**src/hw/sgrc_pkg.sv**
```systemverilog
// Shared constants and types of the sleep gating and reset cause controller
package sgrc_pkg;
   // ==========================================================
   // Register offsets
   localparam logic [11:0] OFS_SLEEP_EN  = 12'h000;
   localparam logic [11:0] OFS_GATE_CTL  = 12'h004;
   localparam logic [11:0] OFS_PWM_DIV   = 12'h008;
   localparam logic [11:0] OFS_RESET_CTL = 12'h00c;
   localparam logic [11:0] OFS_CAUSE     = 12'h010;
   localparam logic [11:0] OFS_SRAM_SIZE = 12'h014;
   localparam logic [11:0] OFS_STATUS    = 12'h018;

   // ==========================================================
   // Reset cause bit positions
   localparam int CAUSE_W                      = 5;
   localparam int cause_software_reset         = 0;
   localparam int cause_watchdog_reset         = 1;
   localparam int cause_brownout_reset         = 2;
   localparam int cause_poweron_reset          = 3;
   localparam int cause_external_pin_reset     = 4;

   // ==========================================================
   // PWM divider codes, ratio is two to the power of the code
   localparam logic [2:0] pwm_clk_div_by_one       = 3'h0;
   localparam logic [2:0] pwm_clk_div_by_sixtyfour = 3'h6;
   localparam logic [5:0] PWM_CNT_FULL             = 6'h3f;

   // ==========================================================
   // Values after reset
   localparam logic [31:0] SLEEP_EN_RST = 32'h0000_0000;
   localparam logic        GATE_RST     = 1'b0;
   localparam logic [2:0]  PWM_DIV_RST  = pwm_clk_div_by_one;

   // ==========================================================
   // Timing
   localparam int         CLK_FREQ_MHZ  = 40;
   localparam int         SRST_PULSE_NS = 100;
   localparam logic [7:0] SRST_CYC      = 8'((SRST_PULSE_NS * CLK_FREQ_MHZ + 999) / 1000);

   typedef enum logic {SGRC_RUN, SGRC_SLEEP} sgrc_pmode_t;
endpackage : sgrc_pkg

```
**src/hw/sgrc_div_if.sv**
```systemverilog
// Link between the controller and its PWM clock divider
`timescale 1ns/1ps
interface sgrc_div_if;
   logic [2:0] sel;
   logic       srst;
   logic       tick;
   logic [2:0] active;
   modport ctl (output sel, output srst, input tick, input active);
   modport div (input sel, input srst, output tick, output active);
endinterface : sgrc_div_if

```
**src/hw/sgrc_cause_bit.sv**
```systemverilog
// One sticky reset cause flag
`timescale 1ns/1ps
module sgrc_cause_bit
(
   input  wire logic clk,
   input  wire logic rst,
   input  wire logic set,
   input  wire logic clr,
   output logic      q
);
   typedef struct packed {logic flag;} sgrc_cbit_t;
   sgrc_cbit_t s_r;
   sgrc_cbit_t s_nxt;

   // ==========================================================
   // Flag
   always_comb
   begin
      s_nxt = s_r;
      // Set beats clear so an event in the clearing cycle survives
      s_nxt.flag = set | (s_r.flag & ~clr);
   end

   always_ff @(posedge clk or posedge rst)
   begin
      if (rst)
         s_r <= '0;
      else
         s_r <= s_nxt;
   end

   assign q = s_r.flag;
endmodule : sgrc_cause_bit

```
**src/hw/sgrc_pwm_div.sv**
```systemverilog
// PWM clock divider giving one tick per divided period
`timescale 1ns/1ps
module sgrc_pwm_div
(
   input  wire logic clk,
   input  wire logic rst,
   sgrc_div_if.div   bus
);
   typedef struct packed
   {
      logic [5:0] cnt;
      logic [2:0] act;
      logic       tick;
   } sgrc_div_t;
   sgrc_div_t  s_r;
   sgrc_div_t  s_nxt;
   logic [5:0] lim;

   // ==========================================================
   // Counter
   assign lim = sgrc_pkg::PWM_CNT_FULL >> (3'h6 - s_r.act);

   always_comb
   begin
      s_nxt = s_r;
      s_nxt.tick = 1'b0;
      if (bus.srst)
      begin
         s_nxt.cnt = 6'h00;
         s_nxt.act = sgrc_pkg::PWM_DIV_RST;
      end
      else if (s_r.cnt == lim)
      begin
         // New ratio only at a period boundary, so no short period
         s_nxt.cnt  = 6'h00;
         s_nxt.tick = 1'b1;
         s_nxt.act  = bus.sel;
      end
      else
         s_nxt.cnt = s_r.cnt + 6'h01;
   end

   always_ff @(posedge clk or posedge rst)
   begin
      if (rst)
      begin
         s_r     <= '0;
         s_r.act <= sgrc_pkg::PWM_DIV_RST;
      end
      else
         s_r <= s_nxt;
   end

   assign bus.tick   = s_r.tick;
   assign bus.active = s_r.act;
endmodule : sgrc_pwm_div

```
**src/hw/sgrc_top.sv**
```systemverilog
// Sleep clock gating, PWM clock divider, software reset and reset cause flags
// Notes on behaviour
// - Sleep-enabled peripherals keep clock, can wake core
// - Gating off: sleep enables kept, no effect
// - Gating on: only sleep-enabled peripherals clocked in sleep
// - Core halted in sleep until wake event
// - PWM clock divides system clock by 1..64
// - Divider read returns one legal selection
// - Software reset resets core, peripherals, registers
// - Cause register kept, software flag set
// - Five independent cause flags, may combine
// - Flag sticks until cleared or external reset
// - Masked clear; later reset sets again
// - SRAM size readable in bytes
//
// The address map and the APB slave port are this design's own decisions.
`timescale 1ns/1ps
module sgrc_top
#(
   parameter int          PERIPH_N   = 16,
   parameter logic [31:0] SRAM_BYTES = 32'h0000_8000
)
(
   input  wire logic                CLK_SYS,
   input  wire logic                RESET,
   input  wire logic                PSEL,
   input  wire logic                PENABLE,
   input  wire logic                PWRITE,
   input  wire logic [11:0]         PADDR,
   input  wire logic [31:0]         PWDATA,
   output logic      [31:0]         PRDATA,
   output logic                     PREADY,
   output logic                     PSLVERR,
   input  wire logic                SLEEP_REQ,
   input  wire logic [PERIPH_N-1:0] WAKE_EVT,
   output logic                     CORE_HALT,
   output logic      [PERIPH_N-1:0] PERIPH_CLK_EN,
   output logic                     PWM_TICK,
   output logic                     DEV_RESET,
   input  wire logic                RST_WDOG_IN,
   input  wire logic                RST_BOR_IN,
   input  wire logic                RST_POR_IN,
   input  wire logic                RST_EXT_IN
);
   typedef struct packed
   {
      logic [PERIPH_N-1:0]  sleep_en;
      logic                 gate;
      logic [2:0]           pwm_sel;
      sgrc_pkg::sgrc_pmode_t mode;
      logic [7:0]           srst_cnt;
      logic [3:0]           sync1;
      logic [3:0]           sync2;
      logic [3:0]           sync3;
      logic [31:0]          rdata;
      logic                 slverr;
   } sgrc_state_t;

   sgrc_state_t                    s_r;
   sgrc_state_t                    s_nxt;
   logic                           setup;
   logic                           access;
   logic                           wr;
   logic                           hit;
   logic [31:0]                    rd_val;
   logic [PERIPH_N-1:0]            clk_en;
   logic [3:0]                     rise;
   logic [sgrc_pkg::CAUSE_W-1:0]   cause_set;
   logic [sgrc_pkg::CAUSE_W-1:0]   cause_clr;
   logic [sgrc_pkg::CAUSE_W-1:0]   cause_q;
   logic                           srst_start;
   sgrc_div_if                     div_bus ();

   // ==========================================================
   // Bus phases
   assign setup      = PSEL & ~PENABLE;
   assign access     = PSEL & PENABLE;
   assign wr         = access & PWRITE;
   assign srst_start = wr && PADDR == sgrc_pkg::OFS_RESET_CTL && PWDATA[0] &&
                       s_r.srst_cnt == 8'h00;

   // ==========================================================
   // Clock gating
   always_comb
   begin
      if (s_r.mode == sgrc_pkg::SGRC_RUN || !s_r.gate)
         clk_en = '1;
      else
         clk_en = s_r.sleep_en;
   end

   // ==========================================================
   // Reset causes
   assign rise = s_r.sync2 & ~s_r.sync3;

   always_comb
   begin
      cause_set = {rise, srst_start};
      cause_clr = '0;
      if (wr && PADDR == sgrc_pkg::OFS_CAUSE)
         cause_clr = PWDATA[sgrc_pkg::CAUSE_W-1:0];
      // External reset wipes every other cause not set in the same cycle
      if (rise[3])
         cause_clr = '1;
   end

   for (genvar i = 0; i < sgrc_pkg::CAUSE_W; i++)
   begin : g_cause
      sgrc_cause_bit u_bit
      (
         .clk (CLK_SYS),
         .rst (RESET),
         .set (cause_set[i]),
         .clr (cause_clr[i]),
         .q   (cause_q[i])
      );
   end

   // ==========================================================
   // Read decode
   always_comb
   begin
      hit    = 1'b1;
      rd_val = 32'h0000_0000;
      case (PADDR)
         sgrc_pkg::OFS_SLEEP_EN:  rd_val = 32'(s_r.sleep_en);
         sgrc_pkg::OFS_GATE_CTL:  rd_val = {31'h0, s_r.gate};
         sgrc_pkg::OFS_PWM_DIV:   rd_val = {29'h0, s_r.pwm_sel};
         sgrc_pkg::OFS_RESET_CTL: rd_val = 32'h0000_0000;
         sgrc_pkg::OFS_CAUSE:     rd_val = {27'h0, cause_q};
         sgrc_pkg::OFS_SRAM_SIZE: rd_val = SRAM_BYTES;
         sgrc_pkg::OFS_STATUS:    rd_val = {31'h0, s_r.mode == sgrc_pkg::SGRC_SLEEP};
         default:                 hit    = 1'b0;
      endcase
   end

   // ==========================================================
   // Next state
   always_comb
   begin
      s_nxt       = s_r;
      s_nxt.sync1 = {RST_EXT_IN, RST_POR_IN, RST_BOR_IN, RST_WDOG_IN};
      s_nxt.sync2 = s_r.sync1;
      s_nxt.sync3 = s_r.sync2;
      if (setup)
      begin
         s_nxt.rdata  = rd_val;
         s_nxt.slverr = ~hit;
      end
      case (s_r.mode)
         sgrc_pkg::SGRC_RUN:
            if (SLEEP_REQ)
               s_nxt.mode = sgrc_pkg::SGRC_SLEEP;
         sgrc_pkg::SGRC_SLEEP:
            if (|(WAKE_EVT & clk_en))
               s_nxt.mode = sgrc_pkg::SGRC_RUN;
         default:
            s_nxt.mode = sgrc_pkg::SGRC_RUN;
      endcase
      if (wr)
      begin
         case (PADDR)
            sgrc_pkg::OFS_SLEEP_EN:
               s_nxt.sleep_en = PWDATA[PERIPH_N-1:0];
            sgrc_pkg::OFS_GATE_CTL:
               s_nxt.gate = PWDATA[0];
            sgrc_pkg::OFS_PWM_DIV:
               // Codes above the last ratio are dropped, keeping the read legal
               if (PWDATA[2:0] <= sgrc_pkg::pwm_clk_div_by_sixtyfour)
                  s_nxt.pwm_sel = PWDATA[2:0];
            sgrc_pkg::OFS_RESET_CTL:
               if (srst_start)
                  s_nxt.srst_cnt = sgrc_pkg::SRST_CYC;
            default:
               s_nxt.gate = s_r.gate;
         endcase
      end
      // Cause flags live outside this struct, so they ride through
      if (s_r.srst_cnt != 8'h00)
      begin
         s_nxt.srst_cnt = s_r.srst_cnt - 8'h01;
         s_nxt.sleep_en = sgrc_pkg::SLEEP_EN_RST[PERIPH_N-1:0];
         s_nxt.gate     = sgrc_pkg::GATE_RST;
         s_nxt.pwm_sel  = sgrc_pkg::PWM_DIV_RST;
         s_nxt.mode     = sgrc_pkg::SGRC_RUN;
      end
   end

   always_ff @(posedge CLK_SYS or posedge RESET)
   begin
      if (RESET)
      begin
         s_r         <= '0;
         s_r.gate    <= sgrc_pkg::GATE_RST;
         s_r.pwm_sel <= sgrc_pkg::PWM_DIV_RST;
         s_r.mode    <= sgrc_pkg::SGRC_RUN;
      end
      else
         s_r <= s_nxt;
   end

   // ==========================================================
   // PWM divider
   assign div_bus.sel  = s_r.pwm_sel;
   assign div_bus.srst = DEV_RESET;

   sgrc_pwm_div u_div
   (
      .clk (CLK_SYS),
      .rst (RESET),
      .bus (div_bus)
   );

   // ==========================================================
   // Outputs
   assign PRDATA        = s_r.rdata;
   assign PREADY        = access;
   assign PSLVERR       = access & s_r.slverr;
   assign CORE_HALT     = s_r.mode == sgrc_pkg::SGRC_SLEEP;
   assign PERIPH_CLK_EN = clk_en;
   assign PWM_TICK      = div_bus.tick;
   assign DEV_RESET     = s_r.srst_cnt != 8'h00;
endmodule : sgrc_top

```
**config.mk**
```make
export PLATFORM = sky130hd
export DESIGN_NAME = sgrc_top
export DESIGN_NICKNAME = d
export VERILOG_FILES = /design/src/hw/sgrc_pkg.sv /design/src/hw/sgrc_div_if.sv /design/src/hw/sgrc_cause_bit.sv /design/src/hw/sgrc_pwm_div.sv /design/src/hw/sgrc_top.sv
export SDC_FILE = /design/constraint.sdc
export NUM_CORES = 1
export LEC_CHECK = 0
export ABC_AREA = 1
export ABC_CLOCK_PERIOD_IN_PS = 3900
export BUFFER_PORTS_ARGS = -buffer_cell sky130_fd_sc_hd__clkbuf_2
export CAP_MARGIN = 20
export CORE_MARGIN = 2
export CORE_UTILIZATION = 52
export CTS_CLUSTER_SIZE = 20
export DETAILED_ROUTE_END_ITERATION = 8
export HOLD_SLACK_MARGIN = 0.06
export MAX_ROUTING_LAYER = met4
export PLACE_DENSITY = 0.92
export SLEW_MARGIN = 40
export SYNTH_ARGS = -nofsm -noshare
export SYNTH_HDL_FRONTEND = slang
export SYNTH_SLANG_ARGS = --single-unit
```
**constraint.sdc**
```tcl
create_clock -name CLK_SYS -period 3.9 [get_ports CLK_SYS]
set_input_delay 0.195 -clock CLK_SYS [delete_from_list [all_inputs] [get_ports CLK_SYS]]
set_output_delay 0.195 -clock CLK_SYS [all_outputs]
set_load 0.05 [all_outputs]
```
==> reports/qor.txt, run 1 <==
Peak Freq = 467.6 MHz
Logic pwr share = 16.2%
CTS buffer count = 9
# H-tree levels = 3
Power Total = 1.829 mW
critical path's top delay family = buffers and inverters
Longest Clk Path Bufs = 2
total track usage = 23.70%
clk slew on worst S/H paths = 0.07 ns
Design Area, Final = 0.004390 mm2
filler cell count = 614
Worst-Skew Late Latency = 0.35 ns
hold path startpoint = PWDATA[11]
initial antenna violation count = 0
Routed Wire Length = 8.720 mm
Seq cells post-synth = 73
Placed Area = 0.004108 mm2
IO buf count = 90
DR pass1 iterations = 5
CP Class = register to primary output
grt ovf = 0
Worst Path Max Fanout = 33
Hold Slack = 0.08521 ns
Layout Nets = 609
DIE AREA = 0.007950 mm2
clock network power share = 36.9%
synth unique cells = 34
first-pass GRT wire length = 13.86 mm
Slew HR = 53.35%
Vias = 3,250
Max stage delay on crit path = 0.36 ns
setup ws final = 1.762 ns
slowest CP cell = dfrtp_1
vias in the first global route = 3,017
Internal Power = 1.311 mW
worst r2r src = u_div.bus.active[0]
Placed Cells incl. Taps = 617
sw power = 518.2 uW
Sinks on Clock Net = 73
crit path capture type = primary output
CTS tree = yes
CP cell instances = inv_1, ha_1, nand2_1, nor2_4, buf_4, inv_2, clkbuf_2
crit path launch type = register
Syn Std Cell Area = 0.003771 mm2
Die Wd = 89.16 um
Critical Path RT = 3.70 ns
register area share after synthesis = 48.44%
DRC viols = 0
fin cells = 638
standard-cell rows = 31
Setup TNS = 0 ns
internal reg-to-reg setup slack = 1.82 ns
Hold Fails Final Rpt = 0
VDD IR max = 0.3839 mV
result of the run = complete, no violations
clk_skew = 0.01063 ns
RSZ-0062 raised after global routing = no
# Max-Cap Violations = 0
Slew Limit Fails = 0
HP Class = input pin to register
Placement Setup Slack = 1.605 ns
root buf cell = clkbuf_8
final period demand of the worst path = 2.138 ns
Initial Util = 52.84%
layout cells sized above 1 = 24.30%
core area = 0.007137 mm2
actual slew at the worst max-slew pin = 0.6954 ns
Critical Path Source = s_r[45]
wire per inst = 13.67 um
Pwr per Cell Area = 416.6 mW/mm2
Die Y = 89.16 um
Switching Fraction = 28.33%
leak pwr = 2.271 nW
initial drt markers = 232
Avg Cell Area, Syn = 8.306 um2
largest net degree at the start of global routing = 46
Flop pwr share = 46.9%
P&R area growth vs syn = 16.42%
antenna cells = 0
Mapped Cells = 454
yosys warns = 0
Layout Utilization = 61.52%
Critical Path AT = 1.94 ns
Final setup viols = 0
fin crit share = 54.83%
Antenna Nets Post-Route = 0
Final Wtd Congestion = 0.9243
dpl hpwl = 6.432 mm
Vias/cell = 5.094
io pins = 123
CP bufs+invs = 4
flip-flops by register name, summed over array words and instances, names as in the netlist:
name and count:
div_bus.sel 3, u_div.s_r 6, u_div.bus.tick 1, u_div.bus.active 3
g_cause.u_bit.q 5, PRDATA 16, s_nxt 8, s_r 30
CORE_HALT 1
layout by cell type, fill, tap and decap left out, drive strengths merged, types with 6 or more instances in the layout:
cell type  instances
nor3               6
dfrtp             73
nor2              44
o31ai             10
nand3             42
clkbuf           102
o21ai             33
conb              16
nand4              7
nand2            115
inv               51
xor2              10
Yosys cell counts, drive strengths merged:
cell,number,share of area (%)
a21oi,2,0.27
a22oi,1,0.20
buf,41,8.1
clkbuf,2,0.20
clkinv,1,0.13
conb,1,0.099
dfrtp,73,48
ha,5,1.7
inv,52,5.2
nand2,115,12
nand3,42,5.7
nand3b,1,0.20
nand4,7,1.2
nor2,44,5.1
nor3,6,1.1
o21ai,33,4.4
o21bai,1,0.20
o22ai,3,0.50
o31ai,10,2.0
or2,2,0.33
xnor2,2,0.46
xor2,10,2.3
worst paths after layout:
path,endpoint,cells past startpoint
max reg2reg,u_div.s_r[5],9
max in group asynchronous,s_r[49],4
min,s_r[69],3
max,DEV_RESET,7
min in group asynchronous,s_r[35],3
min reg2reg,s_nxt[33],0
per-layer routing:
metal  vias to the layer above  wire length, um  GRT usage (%)
met4                         0              303          12.62
met2                       125             4298          37.37
met3                        25              576          5.448
met1                      1544             3542          28.28
met5                         -                0              -
li1                       1556                -              -
repair_timing:
action / in CTS / in global routing
setup endpoints to repair: 0 / 0
endpoints found under the hold margin: 48 / 0
hold buffers: 5 / 0
resized for setup: 0 / 0
buffers inserted: 0 / 0
power groups by stage:
stage	clock network (mW)	logic, mW	registers [mW]
4_1_cts	0.677	0.297	0.857
3_5_place_dp	0	0.292	0.871
6_report	0.675	0.297	0.857
5_1_grt	0.715	0.333	0.865
2_1_floorplan	0	0.230	0.864
3_3_place_gp	0	0.273	0.866
tightest hold or removal path, stage by stage:
cell      delay, ns
clkbuf_2       0.08
nand3_1        0.06
o21ai_1        0.06
kinds of logic (layout without fill, tap and decap cells):
logic type | Yosys count | after routing | synth area share (%)
AND/OR/NAND/NOR | 217 | 217 | 25.91
buffers and inverters | 96 | 166 | 13.57
flip-flops | 73 | 73 | 48.44
AO/OA/AOI/OAI | 50 | 50 | 7.532
XOR/XNOR | 12 | 12 | 2.787
adder cells (fa/ha/maj) | 5 | 5 | 1.659
other | 1 | 16 | 0.09944
area by class of cell:
type                       count  area [um2]  share of cell area, %
inverter                      53       202.7                  4.617
sequential                    73        1827                  41.61
clock inverter                 4       75.07                  1.710
clock buffer                  12       155.1                  3.534
multi-input combinational    300        1491                  33.97
timing repair buffer          97       515.5                  11.74
tap                           99       123.9                  2.821
Power figures use the tool's default switching activity.
==> run 2: changes to the inputs <==
--- a/config.mk
+++ b/config.mk
@@ -6,16 +6,16 @@
 export NUM_CORES = 1
 export LEC_CHECK = 0
 export ABC_AREA = 1
-export ABC_CLOCK_PERIOD_IN_PS = 3900
+export ABC_CLOCK_PERIOD_IN_PS = 1750
 export BUFFER_PORTS_ARGS = -buffer_cell sky130_fd_sc_hd__clkbuf_2
 export CAP_MARGIN = 20
 export CORE_MARGIN = 2
-export CORE_UTILIZATION = 52
+export CORE_UTILIZATION = 46
 export CTS_CLUSTER_SIZE = 20
 export DETAILED_ROUTE_END_ITERATION = 8
 export HOLD_SLACK_MARGIN = 0.06
 export MAX_ROUTING_LAYER = met4
-export PLACE_DENSITY = 0.92
+export PLACE_DENSITY = 0.86
 export SLEW_MARGIN = 40
 export SYNTH_ARGS = -nofsm -noshare
 export SYNTH_HDL_FRONTEND = slang
==> constraint.sdc (replaced) <==
create_clock -name CLK_SYS -period 1.75 [get_ports CLK_SYS]
set_input_delay 0.0875 -clock CLK_SYS [delete_from_list [all_inputs] [get_ports CLK_SYS]]
set_output_delay 0.0875 -clock CLK_SYS [all_outputs]
set_load 0.05 [all_outputs]
==> run 2 against run 1 <==
- combinational power grew 150%
- wire length rose by 6.0%
- design area increased by 7.4%
- global-route usage shrank 0.97 points
- via count rose by 5.6%
- clock power up 110%
- register-to-register slack worse by 1.8 ns
- power is 120% higher
- setup slack got worse by 1.7 ns
- critical endpoint is now u_div.s_r[6]
- highest routed layer unchanged
==> reports/qor.txt, run 2 (same netlist as run 1, synthesis figures left out) <==
Max stage delay on crit path = 0.39 ns (+0.03 ns)
hold path depth = 4 (+1)
Sinks on Clock Net = 73 (unchanged)
antenna cells = 0 (unchanged)
Worst Hold Endpoint = g_cause[0].u_bit.q
Peak Freq = 579.9 MHz
wire per inst = 13.82 um (+1.1%)
Pwr per Cell Area = 857.3 mW/mm2 (+110%)
crit path launch type = register
worst r2r src = u_div.bus.active[1]
P&R area growth vs syn = 25.05%
Placement Setup Slack = -0.07784 ns (-1.683 ns)
Vias = 3,432 (+5.6%)
IO buf count = 90 (unchanged)
VDD IR max = 0.6038 mV (+57%)
Worst-Skew Late Latency = 0.37 ns (+0.02 ns)
Final setup viols = 0 (unchanged)
Worst R2R End = u_div.s_r[6]
final period demand of the worst path = 1.724 ns
slowest CP cell = dfrtp_1
CTS tree = yes
CTS buffer count = 9 (unchanged)
leak pwr = 2.419 nW (+6.5%)
Critical Path RT = 2.01 ns (-1.69 ns)
hold path startpoint = PWDATA[0]
number of cells on the worst reg-to-reg path = 10 (+1)
Longest Clk Path Bufs = 2 (unchanged)
Slew HR = 49.56% (-3.8 points)
initial drt markers = 301 (+30%)
largest net degree at the start of global routing = 74 (+61%)
Critical Path AT = 1.98 ns (+0.04 ns)
Routed Wire Length = 9.246 mm (+6.0%)
initial antenna violation count = 0 (unchanged)
layout cells sized above 1 = 28.01% (+3.7 points)
Design Area, Final = 0.004716 mm2 (+7.4%)
total track usage = 22.73% (-0.97 points)
crit path capture type = register
Slew Limit Fails = 0 (unchanged)
# H-tree levels = 3 (unchanged)
Initial Util = 46.60% (-6.2 points)
Setup TNS = 0 ns (unchanged)
core area = 0.008093 mm2 (+13%)
dpl hpwl = 6.406 mm (-0.40%)
result of the run = complete, no violations
Layout Nets = 634 (+4.1%)
fin cells = 669 (+4.9%)
Die Y = 94.55 um (+6.0%)
register with the most flip-flops = s_r
CP cell instances = ha_2, inv_2, ha_4, inv_2, nand2_2, xnor2_2, nor3_2, nand2_2, nand2_4, nor2_1
Die Wd = 94.55 um (+6.0%)
actual slew at the worst max-slew pin = 0.7519 ns (+0.05654 ns)
Final Wtd Congestion = 0.9622 (+4.1%)
Hold Fails Final Rpt = 0 (unchanged)
RSZ-0062 raised after global routing = yes
root buf cell = clkbuf_8
max FFs per register = 30 (unchanged)
standard-cell rows = 33 (+6.5%)
Antenna Nets Post-Route = 0 (unchanged)
Placed Area = 0.004190 mm2 (+2.0%)
DIE AREA = 0.008939 mm2 (+12%)
io pins = 123 (unchanged)
Worst Path Max Fanout = 6 (-82%)
DR pass1 iterations = 5 (unchanged)
Layout Utilization = 58.27% (-3.2 points)
vias in the first global route = 3,344 (+11%)
CP Class = register to register
setup ws final = 0.02561 ns (-1.736 ns)
internal reg-to-reg setup slack = 0.03 ns (-1.79 ns)
clk_skew = 0.01447 ns (+0.003841 ns)
most common cell after layout, fill and taps aside = nand2_1
most frequent cells in the layout = nand2_1 (101), clkbuf_2 (87), dfrtp_1 (72)
Placed Cells incl. Taps = 630 (+2.1%)
Vias/cell = 5.130 (+0.71%)
DRC viols = 0 (unchanged)
HP Class = input pin to register
# Max-Cap Violations = 0 (unchanged)
grt ovf = 0 (unchanged)
clk slew on worst S/H paths = 0.08 ns (about the same)
fin crit share = 98.54%
first-pass GRT wire length = 15.10 mm (+9.0%)
==> run 2: layer usage <==
metal	vias to the layer above	wire, um	track usage [%]
met3	47	709	5.986
met4	0	421	14.13
met1	1613	3559	26.78
met5	-	0	-
li1	1612	-	-
met2	160	4556	34.82
==> run 2: cell type report <==
| type | count | area [um2] |
|---|---|---|
| Clock inverter | 6 | 72.57 |
| Clock buffer | 10 | 137.6 |
| Timing Repair Buffer | 122 | 772.0 |
| Sequential cell | 73 | 1828 |
| Multi-Input combinational cell | 300 | 1567 |
| Fill cell | 680 | 3377 |
| Tap cell | 105 | 131.4 |
| Inverter | 53 | 207.7 |
==> run 2: through the flow <==
| step | power (mW) | hold WS [ns] |
|---|---|---|
| floorplan | 2.439 | 0.1189 |
| global placement | 2.557 | 0.1959 |
| detailed placement | 2.603 | 0.1972 |
| CTS | 4.031 | 0.07535 |
| global route | 4.229 | 0.1466 |
| finish | 4.043 | 0.08483 |
==> run 2: worst max-delay path by stage <==
stage / from / end / cells past startpoint
floorplan: u_div.bus.active[0] / u_div.s_r[4] / 9
global route: u_div.bus.active[1] / u_div.s_r[4] / 10
global placement: u_div.bus.active[0] / u_div.s_r[4] / 9
CTS: u_div.bus.active[0] / u_div.s_r[6] / 10
detailed placement: u_div.bus.active[0] / u_div.s_r[6] / 9
finish: u_div.bus.active[1] / u_div.s_r[6] / 10
==> run 2: repair_timing <==
action                                 4_1_cts  5_1_grt
setup endpoints to repair                   22       35
gates resized for setup                      7       21
buffers inserted                             1        1
hold buffers                                21        0
endpoints found under the hold margin       98        0
pin swaps                                    3        7
==> run 2: critical path, delay by kind of cell (launching register included) <==
kind	cells	cell delay, ns
xor+xnor	1	0.13
fa+ha+maj	2	0.41
buf+inv	2	0.13
flops	1	0.39
simple gates	5	0.54
==> run 2: report_power, final <==
group          total (mW)  leakage (nW)  switching (mW)  internal, mW
Sequential           1.91         0.958          0.0891          1.82
Combinational       0.735          1.36           0.472         0.262
Clock                1.39         0.104           0.681         0.714
